### src/rcss_regs.svh
// What this block does
// RQ1: three chip reset sources start full reset
// RQ2: watchdog in halt resets only pc, sp
// RQ3: timeout and powerdown flags set per cause
// RQ4: 1024 clock startup delay after resets, wakes
// RQ5: delay added to reset; wake waits delay
// RQ6: chip reset: pc zero, ints off, timers off
// RQ7: chip reset clears watchdog, restarts counting
// RQ8: non-warm reset loads prescale select 07
// RQ9: warm reset keeps registers, pc to zero
// RQ10: pointers, accumulator never changed by reset
// RQ11: non-warm reset sets port registers ones
// RQ12: non-warm reset loads interrupt, timer controls
// RQ13: timer counts untouched by reset here
// RQ14: status flag bits read per cause
// RQ15: pin synchronised, core held until delay
// RQ16: halt sets powerdown, clear instr clears it
`ifndef RCSS_REGS_SVH
`define RCSS_REGS_SVH
`define RCSS_STARTUP_CYCLES   11'h400
`define RCSS_CNT_ONE          11'h001
`define RCSS_CNT_ZERO         11'h000
`define RCSS_PC_RESET         13'h0000
`define RCSS_SP_RESET         3'h0
`define RCSS_WATCHDOG_PRESCALE_SELECT_RESET       8'h07
`define RCSS_INTERRUPT_CONTROL_RESET       7'h00
`define RCSS_TIMER0_CONTROL_RESET      8'h08
`define RCSS_TIMER1_CONTROL_RESET      5'h01
`define RCSS_PORT8_RESET      8'hFF
`define RCSS_PORT6_RESET      6'h3F
`define RCSS_PORT1_RESET      1'h1
`define RCSS_A_WATCHDOG_PRESCALE_SELECT           5'h00
`define RCSS_A_INTERRUPT_CONTROL           5'h01
`define RCSS_A_TIMER0_CONTROL          5'h02
`define RCSS_A_TIMER1_CONTROL          5'h03
`define RCSS_A_PA             5'h04
`define RCSS_A_PAC            5'h05
`define RCSS_A_PB             5'h06
`define RCSS_A_PBC            5'h07
`define RCSS_A_PCD            5'h08
`define RCSS_A_PCC            5'h09
`define RCSS_A_PF             5'h0A
`define RCSS_A_PFC            5'h0B
`define RCSS_A_STATUS         5'h0C
`define RCSS_A_CAUSE          5'h0D
`define RCSS_ST_TO            5
`define RCSS_ST_PD            4
`endif

### src/rcss_pkg.sv
package rcss_pkg;
   typedef enum logic [2:0] {
      RCSS_HOLD, RCSS_DELAY, RCSS_RUN, RCSS_HALT, RCSS_WAKE
   } rcss_state_t;
   typedef enum logic [2:0] {
      RCSS_C_POWER, RCSS_C_PIN_RUN, RCSS_C_PIN_HALT, RCSS_C_WDT_RUN, RCSS_C_WDT_HALT,
      RCSS_C_WAKE
   } rcss_cause_t;
endpackage : rcss_pkg

### src/rcss_top.sv
// Local design decisions: the address-and-strobe port and the placing of the registers.
`timescale 1ns/1ns
`default_nettype none
`include "rcss_regs.svh"
module rcss_top (
   input  wire logic        clk,
   input  wire logic        rst,
   input  wire logic        external_reset_n_pin,
   input  wire logic        watchdog_timeout,
   input  wire logic        halt_enter,
   input  wire logic        wake_event,
   input  wire logic        clear_watchdog_instr,
   input  wire logic [4:0]  addr,
   input  wire logic [7:0]  wdata,
   input  wire logic        wr,
   input  wire logic        rd,
   output logic      [7:0]  rdata,
   output logic             core_reset,
   output logic             core_run,
   output logic             pc_sp_clear,
   output logic             watchdog_clear,
   output logic             prescaler_clear,
   output logic             timer_count_keep,
   output logic      [12:0] program_counter,
   output logic      [2:0]  stack_pointer,
   output logic             timeout_flag,
   output logic             powerdown_flag,
   output logic      [7:0]  watchdog_prescale_select,
   output logic      [6:0]  interrupt_control,
   output logic      [7:0]  timer0_control,
   output logic      [4:0]  timer1_control,
   output logic      [7:0]  port_a_data,
   output logic      [7:0]  port_a_direction,
   output logic      [7:0]  port_b_data,
   output logic      [7:0]  port_b_direction,
   output logic      [5:0]  port_c_data,
   output logic      [5:0]  port_c_direction,
   output logic             port_f_data,
   output logic             port_f_direction
);
   rcss_pkg::rcss_state_t state;
   rcss_pkg::rcss_cause_t cause;
   logic        pin_meta;
   logic        pin_sync;
   logic [10:0] startup_delay_timer;
   logic        pin_low;
   logic        full_reset;
   logic        warm_reset;
   logic        in_halt;

   // two-stage pin synchroniser
   always_ff @(posedge clk) begin
      if (rst) begin
         pin_meta <= 1'b0;
         pin_sync <= 1'b0;
      end else begin
         pin_meta <= external_reset_n_pin;
         pin_sync <= pin_meta;                          // [RQ15]
      end
   end

   assign pin_low = ~pin_sync;
   assign in_halt = (state == rcss_pkg::RCSS_HALT);
   // full chip reset from pin in any state but hold, or watchdog in run
   assign full_reset = (state == rcss_pkg::RCSS_RUN && watchdog_timeout)
                     || (pin_low && state != rcss_pkg::RCSS_HOLD);   // [RQ1]
   // watchdog while halted wakes with pc and sp cleared only
   assign warm_reset = in_halt && watchdog_timeout && !pin_low;       // [RQ2]

   // sequencer: hold while pin low, then startup delay, run
   always_ff @(posedge clk) begin
      if (rst) begin
         state <= rcss_pkg::RCSS_HOLD;
      end else begin
         case (state)
            rcss_pkg::RCSS_HOLD: begin
               if (!pin_low) begin
                  state <= rcss_pkg::RCSS_DELAY;         // [RQ15]
               end
            end
            rcss_pkg::RCSS_DELAY, rcss_pkg::RCSS_WAKE: begin
               if (pin_low) begin
                  state <= rcss_pkg::RCSS_HOLD;
               end else if (startup_delay_timer == `RCSS_CNT_ONE) begin
                  state <= rcss_pkg::RCSS_RUN;           // [RQ4]
               end
            end
            rcss_pkg::RCSS_RUN: begin
               if (full_reset) begin
                  state <= pin_low ? rcss_pkg::RCSS_HOLD : rcss_pkg::RCSS_DELAY;  // [RQ5]
               end else if (halt_enter) begin
                  state <= rcss_pkg::RCSS_HALT;
               end
            end
            rcss_pkg::RCSS_HALT: begin
               if (pin_low) begin
                  state <= rcss_pkg::RCSS_HOLD;
               end else if (warm_reset || wake_event) begin
                  state <= rcss_pkg::RCSS_WAKE;          // [RQ5]
               end
            end
            default: begin
               state <= rcss_pkg::RCSS_HOLD;
            end
         endcase
      end
   end

   // startup delay counter loaded on entry to delay or wake
   always_ff @(posedge clk) begin
      if (rst) begin
         startup_delay_timer <= `RCSS_STARTUP_CYCLES;
      end else if (state == rcss_pkg::RCSS_HOLD || state == rcss_pkg::RCSS_RUN
                   || state == rcss_pkg::RCSS_HALT) begin
         startup_delay_timer <= `RCSS_STARTUP_CYCLES;   // [RQ4]
      end else if (startup_delay_timer != `RCSS_CNT_ZERO) begin
         startup_delay_timer <= startup_delay_timer - `RCSS_CNT_ONE;
      end
   end

   // reset cause for software
   always_ff @(posedge clk) begin
      if (rst) begin
         cause <= rcss_pkg::RCSS_C_POWER;
      end else if (state == rcss_pkg::RCSS_RUN && pin_low) begin
         cause <= rcss_pkg::RCSS_C_PIN_RUN;
      end else if (in_halt && pin_low) begin
         cause <= rcss_pkg::RCSS_C_PIN_HALT;
      end else if (state == rcss_pkg::RCSS_RUN && watchdog_timeout) begin
         cause <= rcss_pkg::RCSS_C_WDT_RUN;
      end else if (warm_reset) begin
         cause <= rcss_pkg::RCSS_C_WDT_HALT;
      end else if (in_halt && wake_event) begin
         cause <= rcss_pkg::RCSS_C_WAKE;
      end
   end

   // timeout and powerdown flags
   always_ff @(posedge clk) begin
      if (rst) begin
         timeout_flag   <= 1'b0;                         // [RQ3]
         powerdown_flag <= 1'b0;
      end else if (state == rcss_pkg::RCSS_RUN && pin_low) begin
         timeout_flag   <= timeout_flag;                 // [RQ3]
         powerdown_flag <= powerdown_flag;
      end else if (in_halt && pin_low) begin
         timeout_flag   <= 1'b0;                         // [RQ3] [RQ14]
         powerdown_flag <= 1'b1;
      end else if (state == rcss_pkg::RCSS_RUN && watchdog_timeout) begin
         timeout_flag   <= 1'b1;                         // [RQ3] [RQ14]
      end else if (warm_reset) begin
         timeout_flag   <= 1'b1;                         // [RQ3] [RQ14]
         powerdown_flag <= 1'b1;
      end else if (state == rcss_pkg::RCSS_RUN && halt_enter) begin
         timeout_flag   <= 1'b0;
         powerdown_flag <= 1'b1;                         // [RQ16]
      end else if (state == rcss_pkg::RCSS_RUN && clear_watchdog_instr) begin
         timeout_flag   <= 1'b0;
         powerdown_flag <= 1'b0;                         // [RQ16]
      end
   end

   // program counter and stack pointer, cleared by every reset
   always_ff @(posedge clk) begin
      if (rst || full_reset || warm_reset) begin
         program_counter <= `RCSS_PC_RESET;              // [RQ6] [RQ9]
         stack_pointer   <= `RCSS_SP_RESET;              // [RQ2] [RQ6]
      end
   end

   // strobes to core and watchdog
   assign core_reset       = rst || state == rcss_pkg::RCSS_HOLD
                           || state == rcss_pkg::RCSS_DELAY;  // [RQ5] [RQ15]
   assign core_run         = (state == rcss_pkg::RCSS_RUN);
   assign pc_sp_clear      = rst || full_reset || warm_reset; // [RQ2]
   assign watchdog_clear   = rst || full_reset || state == rcss_pkg::RCSS_HOLD;  // [RQ7]
   assign prescaler_clear  = rst || full_reset;               // [RQ6]
   // timer counts, pointers and accumulator are never touched here
   assign timer_count_keep = 1'b1;                            // [RQ10] [RQ13]

   // watchdog prescale select
   always_ff @(posedge clk) begin
      if (rst || full_reset) begin
         watchdog_prescale_select <= `RCSS_WATCHDOG_PRESCALE_SELECT_RESET;   // [RQ8]
      end else if (wr && addr == `RCSS_A_WATCHDOG_PRESCALE_SELECT) begin
         watchdog_prescale_select <= wdata;
      end
   end

   // interrupt and timer controls
   always_ff @(posedge clk) begin
      if (rst || full_reset) begin
         interrupt_control <= `RCSS_INTERRUPT_CONTROL_RESET;          // [RQ6] [RQ12]
         timer0_control    <= `RCSS_TIMER0_CONTROL_RESET;         // [RQ12]
         timer1_control    <= `RCSS_TIMER1_CONTROL_RESET;         // [RQ12]
      end else if (wr) begin
         if (addr == `RCSS_A_INTERRUPT_CONTROL) begin
            interrupt_control <= {wdata[6:4], 1'b0, wdata[2:0]};
         end
         if (addr == `RCSS_A_TIMER0_CONTROL) begin
            timer0_control <= {wdata[7:6], 1'b0, wdata[4:0]};
         end
         if (addr == `RCSS_A_TIMER1_CONTROL) begin
            timer1_control <= {wdata[7:6], 1'b0, wdata[4:3]};
         end
      end
   end

   // port data and direction, inputs after reset
   always_ff @(posedge clk) begin
      if (rst || full_reset) begin
         port_a_data      <= `RCSS_PORT8_RESET;          // [RQ11]
         port_a_direction <= `RCSS_PORT8_RESET;          // [RQ6] [RQ11]
         port_b_data      <= `RCSS_PORT8_RESET;
         port_b_direction <= `RCSS_PORT8_RESET;
         port_c_data      <= `RCSS_PORT6_RESET;
         port_c_direction <= `RCSS_PORT6_RESET;
         port_f_data      <= `RCSS_PORT1_RESET;
         port_f_direction <= `RCSS_PORT1_RESET;
      end else if (wr) begin
         case (addr)
            `RCSS_A_PA:  port_a_data      <= wdata;
            `RCSS_A_PAC: port_a_direction <= wdata;
            `RCSS_A_PB:  port_b_data      <= wdata;
            `RCSS_A_PBC: port_b_direction <= wdata;
            `RCSS_A_PCD: port_c_data      <= wdata[5:0];
            `RCSS_A_PCC: port_c_direction <= wdata[5:0];
            `RCSS_A_PF:  port_f_data      <= wdata[0];
            `RCSS_A_PFC: port_f_direction <= wdata[0];
            default: begin
            end
         endcase
      end
   end

   // read data one cycle after the strobe, zero otherwise
   always_ff @(posedge clk) begin
      if (rst || !rd) begin
         rdata <= 8'h00;
      end else begin
         case (addr)
            `RCSS_A_WATCHDOG_PRESCALE_SELECT:   rdata <= watchdog_prescale_select;
            `RCSS_A_INTERRUPT_CONTROL:   rdata <= {1'b0, interrupt_control};
            `RCSS_A_TIMER0_CONTROL:  rdata <= timer0_control;
            `RCSS_A_TIMER1_CONTROL:  rdata <= {timer1_control, 3'h0};
            `RCSS_A_PA:     rdata <= port_a_data;
            `RCSS_A_PAC:    rdata <= port_a_direction;
            `RCSS_A_PB:     rdata <= port_b_data;
            `RCSS_A_PBC:    rdata <= port_b_direction;
            `RCSS_A_PCD:    rdata <= {2'h0, port_c_data};
            `RCSS_A_PCC:    rdata <= {2'h0, port_c_direction};
            `RCSS_A_PF:     rdata <= {7'h00, port_f_data};
            `RCSS_A_PFC:    rdata <= {7'h00, port_f_direction};
            `RCSS_A_STATUS: rdata <= {2'h0, timeout_flag, powerdown_flag, 4'h0};  // [RQ14]
            `RCSS_A_CAUSE:  rdata <= {5'h00, cause};
            default:        rdata <= 8'h00;
         endcase
      end
   end
endmodule : rcss_top
`default_nettype wire

### config.mk
export PLATFORM = sky130hd
export DESIGN_NAME = rcss_top
export DESIGN_NICKNAME = d
export VERILOG_FILES = /design/src/rcss_pkg.sv /design/src/rcss_top.sv
export VERILOG_INCLUDE_DIRS = /design/src
export SDC_FILE = /design/constraint.sdc
export NUM_CORES = 1
export LEC_CHECK = 0
export ABC_AREA = 1
export ABC_CLOCK_PERIOD_IN_PS = 1800
export BUFFER_PORTS_ARGS = -buffer_cell sky130_fd_sc_hd__clkbuf_2
export CORE_UTILIZATION = 53
export CTS_CLUSTER_DIAMETER = 80
export DETAILED_ROUTE_END_ITERATION = 10
export PLACE_DENSITY = 0.83
export SLEW_MARGIN = 20
export SYNTH_ARGS = -nofsm -noshare
export SYNTH_HDL_FRONTEND = slang
export SYNTH_SLANG_ARGS = --single-unit
export TNS_END_PERCENT = 5
### constraint.sdc
create_clock -name clk -period 1.8 [get_ports clk]
set_input_delay 0.27 -clock clk [delete_from_list [all_inputs] [get_ports clk]]
set_output_delay 0.27 -clock clk [all_outputs]
set_load 0.02 [all_outputs]
Yosys cells after proc, flatten, opt, wreduce, memory -nomap -nowiden --
Cells that the tools add are included.
Storage, ports and cells: register bits after elaboration 100, input port bits 22
Cells by class: add/sub/neg operators 1, equal/unequal tests 23, muxes and demuxes 24, bitwise gates (word level) 2, reductions and logical operators 48
Operator list (number):
- $pmux W8 S14 | 1
- $eq A5 B4 Y1 const B | 6
- $mux W3 | 9
- $reduce_and A2 Y1 | 12
- $eq A5 B3 Y1 const B | 4
- $pmux W3 S4 | 1
- $eq A11 B1 Y1 const B | 1
- $mux W1 | 11
- $reduce_bool A11 Y1 | 1
- $sub A11 B1 Y11 const B | 1
- $eq A5 B2 Y1 const B | 2
- $logic_and A1 B1 Y1 | 10
- $logic_or A1 B1 Y1 | 10
- $reduce_bool A5 Y1 | 2
- $reduce_bool A4 Y1 | 2
- $eq A3 B2 Y1 const B | 2
- $ne A3 B2 Y1 const B | 2
- $reduce_or A2 Y1 | 3
- $eq A5 B1 Y1 const B | 1
- $logic_not A5 Y1 | 1
- $mux W2 | 2
- $ne A2 B2 Y1 const B | 2
- $reduce_and A4 Y1 | 1
- $reduce_or A4 Y1 | 1
- other kinds (9) | 10

Depth between registers and ports, before layout --
Gate-level depths: netlist (run 1).
word-level depth 7, depth in mapped cells 9, depth with buffers taken out 9

Worst setup path before layout (run 1) --
OpenSTA, ideal clock, no wires.
path kind reg-to-output, from register state[0], to output port pc_sp_clear, arrival time 1285 ps, setup slack 245 ps, stages on the path, launching flop included 9, path buffers 1, cell sequence dfxtp_1 nor2_2 nand2_2 inv_2 nand2_1 nand3_2 inv_2 buf_4 nand2_1
On the way: cells in the longest elaborated chain, start to end 5, elaborated cells between the ends (all ways) 10, those cells by class 2 x eq/ne; 8 x reduce/logical
Ends and longest elaborated chain:
- start, declared | RTL line rcss_top.sv:41 | rcss_pkg::rcss_state_t state;
- start signal, assigned | RTL line rcss_top.sv:73 | state <= rcss_pkg::RCSS_HOLD;
- start signal, assigned | RTL line rcss_top.sv:78 | state <= rcss_pkg::RCSS_DELAY;
- start signal, assigned | RTL line rcss_top.sv:83 | state <= rcss_pkg::RCSS_HOLD;
- $eq A3 B2 Y1
- via core_run | RTL line rcss_top.sv:19 | output logic core_run,
- $logic_and A1 B1 Y1 | RTL line rcss_top.sv:65 | assign full_reset = (state == rcss_pkg::RCSS_RUN && watchdog_timeout)
- $logic_or A1 B1 Y1 | RTL line rcss_top.sv:66 | || (pin_low && state != rcss_pkg::RCSS_HOLD);
- $logic_or A1 B1 Y1 (2 in series) | RTL line rcss_top.sv:175 | assign pc_sp_clear = rst || full_reset || warm_reset;
- end, declared | RTL line rcss_top.sv:20 | output logic pc_sp_clear,
The timed path passes the listed nets, and every way through them passes these cells.

Final worst setup path (run 1) --
from register state[0], to output port pc_sp_clear
On the way: cells in the longest elaborated chain, start to end 5, elaborated cells between the ends (all ways) 10, those cells by class 2 x eq/ne; 8 x reduce/logical
Ends and longest elaborated chain (RTL line):
- $eq A3 B2 Y1 or $reduce_bool A3 Y1 (tied branches) | rcss_top.sv:65, rcss_top.sv:66
- $logic_and A1 B1 Y1 (on tied branches) | rcss_top.sv:65, rcss_top.sv:66
- $logic_or A1 B1 Y1 | rcss_top.sv:66
- $logic_or A1 B1 Y1 | rcss_top.sv:175
- $logic_or A1 B1 Y1 (*) | rcss_top.sv:175
Every way passes the cells marked *; elsewhere a longest branch is shown, timed or not.

==> summary.md, run 1 <==
| Metric | Value |
|---|---|
| Outcome | finished with violations |
| Failing checks | design-rule violations |
| Slew Limit Fails | 0 |
| #FFs+latches synth | 100 |
| Final Instance Area | 5712 um^2 |
| Rows | 34 |
| Setup WS post-layout | 25.11 ps |
| # setup viols final | 0 |
| Pleak | 2.905 nW |
| # placed instances | 906 |
| Skew final | 11.12 ps |
| Part of the Yosys area used for sequential elements | 0.4128 |
| Share of the synthesized area in the top cell type | 0.4128 |
| CP required | 1530 ps |
| H-tree depth | 3 |
| Placement-stage worst setup slack | 152.7 ps |
| Tcrit/Tclk final | 0.9860 |
| Post-Syn Area | 4850 um^2 |
| Core ar. | 8806 um^2 |
| CTS tree | done |
| Area leader, netlist | dfxtp_1 |
| Finished Layout Cells | 927 |
| CTS Buf Count | 9 |
| CP max FO | 4 |
| Avg WL per Cell | 15.42 um |
| Clock Tree Root | clkbuf_8 |
| CP max stage delay | 370 ps |
| Library cells used by synthesis | 32 |
| Sink Count | 100 |
| Post-route ant nets | 0 |
| Area growth, synth to finish | 17.78% |
| RePlAce Congestion | 0.9430 |
| Pin count of the biggest net entering global routing | 54 |
| Initial antenna violation count | 0 |
| Syn Inst Count | 705 |
| Number of global-route vias before repair | 4,546 |
| Vias/cell | 5.384 |
| Detailed placement HPWL | 10,700 um |
| Die W | 97.66 um |
| Total track usage | 0.3044 |
| WP data arrival | 1500 ps |
| Final #Nets | 839 |
| Layout cells sized above 1 | 0.2271 |
| YS warnings | 0 |
| Fill cells | 779 |
| Total Wirelength | 14,290 um |
| Hold-fix buffers, CTS | 0 |
| Initial core utilization | 0.5507 |
| Slowest CP cell | dfxtp_4 |
| Hold Vio Cnt, Final | 0 |
| Clock-pin slew on the worst setup and hold paths | 90 ps |
| DR vias | 4,991 |
| Global-route wire length before repair | 22,740 um |
| DIE AREA | 9537 um^2 |
| Buf/Inv on CP | 3 |
| 1st-pass router iterations | 9 |
| Worst vdd ir | 0.7351 mV |
| Worst skew pair latency | 370 ps |
| Worst min path class | primary input to flop |
| DRC violations left | 20 |
| F_max | 0.5634 GHz |
| CP endpoint kind | primary output |
| Worst Setup Path Type | flop to primary output |
| I/O pin total | 128 |
| Critical Path, Cell by Cell | nor2_4 > buf_6 > nand2_4 > nand2_4 > nand3_4 > inv_4 > nand2_1 > buf_6 |
| Mean Syn Cell Area | 6.879 um^2 |
| Ant. Diodes | 0 |
| RSZ-0062 raised after global routing | true |
| Pwr dens | 1168 nW/um^2 |
| CP Launch Type | flop |
| Placed instance area | 5379 um^2 |
| Top cells by area, synth | dfxtp_1 (41%), nand2_1 (20%), nand3_1 (8.4%) |
| Grt ovf | 0 |
| Die H | 97.66 um |
| Tmin final | 1775 ps |
| CTS Buffer Depth | 2 |
| CP top delay family | simple AND/OR/NAND/NOR gates |
| Port Buffers | 107 |
| Starting DRC count in detailed routing | 491 |
| Max Cap Viol | 0 |
## routing by layer
layer  vias up  wire length [um]  track usage
li1       2430                 -            -
met4         0               463       0.1410
met3        43              1204      0.04892
met5         -                 0            0
met1      2258              5997       0.4044
met2       260              6628       0.4845
## metrics by stage
stage               total power, mW  TNS [ps]  hold WS, ps    util
floorplan                     4.419         0        341.2       -
global placement              4.777         0        391.4  0.6108
detailed placement            4.883         0        396.5  0.6108
CTS                           6.548    -6.692        67.41  0.6439
global route                  7.091    -108.7        74.70  0.6486
finish                        6.674         0        79.84  0.6486
## Yosys cell counts, drive strengths merged
cell	instances
nand3b	2
nand4	18
a31oi	1
conb	2
ha	2
a21oi	38
dfxtp	100
xnor2	2
clkbuf	2
inv	54
buf	38
nand3	84
nand2	269
o31ai	1
xor2	1
nor3	3
or2	1
clkinv	4
nor2	65
o22ai	1
a211oi	1
o21ai	16
## kinds of logic after synthesis
family          count (synthesis)  share of synthesized area
compound gates                 58                    0.06141
xor+xnor                        3                   0.005419
fa+ha+maj                       2                   0.005159
buf+inv                        98                     0.1037
flops                         100                     0.4128
other cells                     2                   0.001549
simple gates                  442                     0.4100
## placed cells by master (no fill, tap or decap), types with 2 or more instances in the layout
cell      count
nand2_1     251
clkbuf_2    104
dfxtp_1      98
nand3_1      81
nor2_1       50
inv_1        45
a21oi_1      38
conb_1       20
nand4_1      18
o21ai_0      14
nor2_4       12
nand2_2      11
buf_4        11
clkbuf_8     10
nand2_4       7
inv_2         7
nor2_2        3
clkinv_2      3
nor3_1        3
inv_4         2
nand3b_1      2
nand3_2       2
xnor2_1       2
o21ai_1       2
ha_1          2
inv_6         2
buf_8         2
buf_6         2
buf_12        2
dfxtp_4       2
## what timing repair did
action / 4_1_cts / 5_1_grt
pin swaps: 2 / 2
setup endpoints to repair: 3 / 3
buffers inserted: 5 / 1
endpoints found under the hold margin: 0 / 0
gates resized for setup: 12 / 13
## final timing paths
kind	startpoint	end	slack [ps]	cells after the start
setup / recovery	state[0]	pc_sp_clear	30	8
setup reg to reg	state[0]	timer0_control[7]	200	10
hold reg to reg	pin_meta	pin_sync	410	2
hold / removal	rst	pin_sync	80	2
## cell type report
type	instances	area (um^2)	share of cell area
inverters	58	226.5	0.03965
flip-flops and latches	100	2009	0.3518
clock inverters	4	56.30	0.009858
repair buffers	121	695.7	0.1218
well taps	108	135.1	0.02366
multi-input cells	525	2447	0.4285
clock buffers	11	141.4	0.02475
## flip-flops by register name (all words and copies together), names as in the netlist
signal                    cells
port_b_direction              8
rdata                         8
port_a_data                   8
state                         3
timer0_control                7
startup_delay_timer          11
cause                         3
port_f_data                   1
timeout_flag                  1
port_c_direction              6
pin_sync                      1
pin_meta                      1
port_a_direction              8
port_b_data                   8
timer1_control                4
interrupt_control             6
powerdown_flag                1
port_f_direction              1
watchdog_prescale_select      8
port_c_data                   6
## report_power, final
| group | leakage (nW) | switching [mW] | internal (mW) |
|---|---|---|---|
| clock network | 0.100 | 0.791 | 0.687 |
| logic | 1.99 | 1.62 | 0.938 |
| registers | 0.813 | 0.193 | 2.45 |
| total | 2.90 | 2.60 | 4.07 |
(Power assumes the default switching activity.)
==> run 2, diff against run 1 <==
--- a/config.mk
+++ b/config.mk
@@ -9,10 +9,10 @@
 export ABC_AREA = 1
 export ABC_CLOCK_PERIOD_IN_PS = 1800
 export BUFFER_PORTS_ARGS = -buffer_cell sky130_fd_sc_hd__clkbuf_2
-export CORE_UTILIZATION = 53
+export CORE_UTILIZATION = 45
 export CTS_CLUSTER_DIAMETER = 80
 export DETAILED_ROUTE_END_ITERATION = 10
-export PLACE_DENSITY = 0.83
+export PLACE_DENSITY = 0.73
 export SLEW_MARGIN = 20
 export SYNTH_ARGS = -nofsm -noshare
 export SYNTH_HDL_FRONTEND = slang
==> run 2 against run 1 <==
Compared with the run above: utilization is 9.2 points lower; via count shrank 2.1%; sequential power about the same; clock skew up 7.6 ps; final cell count rose by 3.3%; the run now ends clean.
==> summary.md, run 2 (synthesis results as in run 1) <==
| Metric | Value |
|---|---|
| CP Launch Type | flop |
| Max Cap Viol | 0 (unchanged) |
| Commonest non-fill, non-tap cell in the layout | nand2_1 |
| RePlAce Congestion | 0.9515 (+0.90%) |
| Worst min path class | primary input to flop |
| Rows | 37 (+8.8%) |
| Worst skew pair latency | 390 ps (+20 ps) |
| Max reg flops | 11 (unchanged) |
| Area growth, synth to finish | 18.94% |
| Initial antenna violation count | 0 (unchanged) |
| Pwr dens | 1163 nW/um^2 (-0.45%) |
| Global-route wire length before repair | 21,590 um (-5.0%) |
| Die W | 105.8 um (+8.4%) |
| CTS tree | done |
| R2r setup slk | 240 ps (+40 ps) |
| Most flop-heavy register | startup_delay_timer |
| CP max FO | 5 (+1) |
| WHS Path Cells | 2 (unchanged) |
| DIE AREA | 11,200 um^2 (+17%) |
| Pin count of the biggest net entering global routing | 54 (unchanged) |
| Hold-fix buffers, CTS | 0 (unchanged) |
| CTS Buffer Depth | 2 (unchanged) |
| Hold_sp | rst |
| CP required | 1530 ps (about the same) |
| DRC violations left | 0 (-100%) |
| Vias/cell | 5.100 (-5.3%) |
| CP endpoint kind | primary output |
| Total Wirelength | 14,060 um (-1.7%) |
| Worst reg-to-reg path cell count | 9 (-1) |
| Grt ovf | 0 (unchanged) |
| Outcome | complete, no violations |
| Pleak | 2.934 nW (+1.0%) |
| # setup viols final | 0 (unchanged) |
| Final #Nets | 841 (+0.24%) |
| Die H | 105.8 um (+8.4%) |
| 1st-pass router iterations | 5 (-4) |
| F_max | 0.5659 GHz (+0.44%) |
| Ant. Diodes | 0 (unchanged) |
| Core ar. | 10,370 um^2 (+18%) |
| Most frequent cells in the layout | nand2_1 (250), clkbuf_2 (105), dfxtp_1 (97) |
| Placed instance area | 5436 um^2 (+1.1%) |
| Hold Path Sink | pin_meta |
| Final Instance Area | 5768 um^2 (+0.99%) |
| Post-route ant nets | 0 (unchanged) |
| Starting DRC count in detailed routing | 475 (-3.3%) |
| CTS Buf Count | 9 (unchanged) |
| Total Power | 6.709 mW (+0.54%) |
| FF-to-FF Start | startup_delay_timer[0] |
| Hold slack | 68.48 ps (-11.37 ps) |
| Clock-pin slew on the worst setup and hold paths | 100 ps (about the same) |
| DR vias | 4,886 (-2.1%) |
| Slew Limit Fails | 0 (unchanged) |
| WP data arrival | 1500 ps (about the same) |
| Clock Tree Root | clkbuf_8 |
| Tcrit/Tclk final | 0.9817 (-0.004308) |
| I/O pin total | 128 (unchanged) |
| Worst vdd ir | 0.6330 mV (-14%) |
| Detailed placement HPWL | 10,530 um (-1.6%) |
| Layout cells sized above 1 | 0.2324 (+0.005254) |
| FF-to-FF End | startup_delay_timer[3] |
| Port Buffers | 107 (unchanged) |
| Number of global-route vias before repair | 4,161 (-8.5%) |
| Sink Count | 100 (unchanged) |
| Total track usage | 0.2509 (-0.05354) |
| Initial core utilization | 0.4677 (-0.08306) |
| Tmin final | 1767 ps (-7.755 ps) |
| Worst Setup Path Type | flop to primary output |
| Avg WL per Cell | 14.67 um (-4.9%) |
| Hold Vio Cnt, Final | 0 (unchanged) |
| Skew final | 18.77 ps (+7.650 ps) |
| H-tree depth | 3 (unchanged) |
-- run 2: cell count changes in the layout (fill, tap and decap cells not counted), sizes merged --
cell,change
clkinv,+2
inv,+1
clkbuf,-1
buf,+1
-- run 2: how the worst max path moves through the flow --
stage / from / slack (ps) / end / depth (start not counted)
floorplan: state[0] / 240 / pc_sp_clear / 8
global placement: addr[0] / 230 / watchdog_prescale_select[0] / 8
detailed placement: addr[0] / 210 / watchdog_prescale_select[2] / 8
CTS: state[2] / 7 / pc_sp_clear / 8
global route: state[0] / -30 / pc_sp_clear / 8
finish: state[0] / 30 / pc_sp_clear / 8
-- run 2: final cells by class --
class | count | area, um^2
Fill cell | 1039 | 4602
Multi-Input combinational cell | 525 | 2452
Timing Repair Buffer | 123 | 684.4
Clock inverter | 7 | 102.6
Clock buffer | 9 | 123.9
Inverter | 58 | 226.5
Sequential cell | 100 | 2008
Tap cell | 136 | 170.2
-- run 2: per-stage QoR --
step	instances	worst slack [ps]	util	setup TNS, ps
6_report	958	32.87	0.5562	0
5_1_grt	958	-34.68	0.5562	-73.15
4_1_cts	954	6.640	0.5503	0
3_5_place_dp	937	212.3	0.5243	0
3_3_place_gp	937	230.7	0.5243	0
2_1_floorplan	723	244.7	-	0
-- run 2: power breakdown --
| part | switching (mW) | internal (mW) |
|---|---|---|
| registers | 0.191 | 2.45 |
| clock network | 0.921 | 0.693 |
| logic | 1.57 | 0.887 |
-- run 2: critical path, cell delays in order (launching register included) --
cell and delay [ps]:
dfxtp_4 370, nor2_4 170, nand2_4 90, inv_4 80, nand2_4 60, nand3_4 100, inv_4 50, nand2_2 70
buf_6 120
-- run 2: routing by layer --
layer / part of all wire / track usage / wire length [um]
met1: 0.43 / 0.3562 / 6112
met2: 0.46 / 0.3945 / 6514
met3: 0.086 / 0.03772 / 1210
met4: 0.016 / 0.06845 / 218
met5: 0 / 0 / 0
-- run 2: what timing repair did --
item                       4_1_cts  5_1_grt
setup buffers                    1        4
pin swaps                        1        4
gates resized for setup         11       11
setup endpoints to repair        3        3
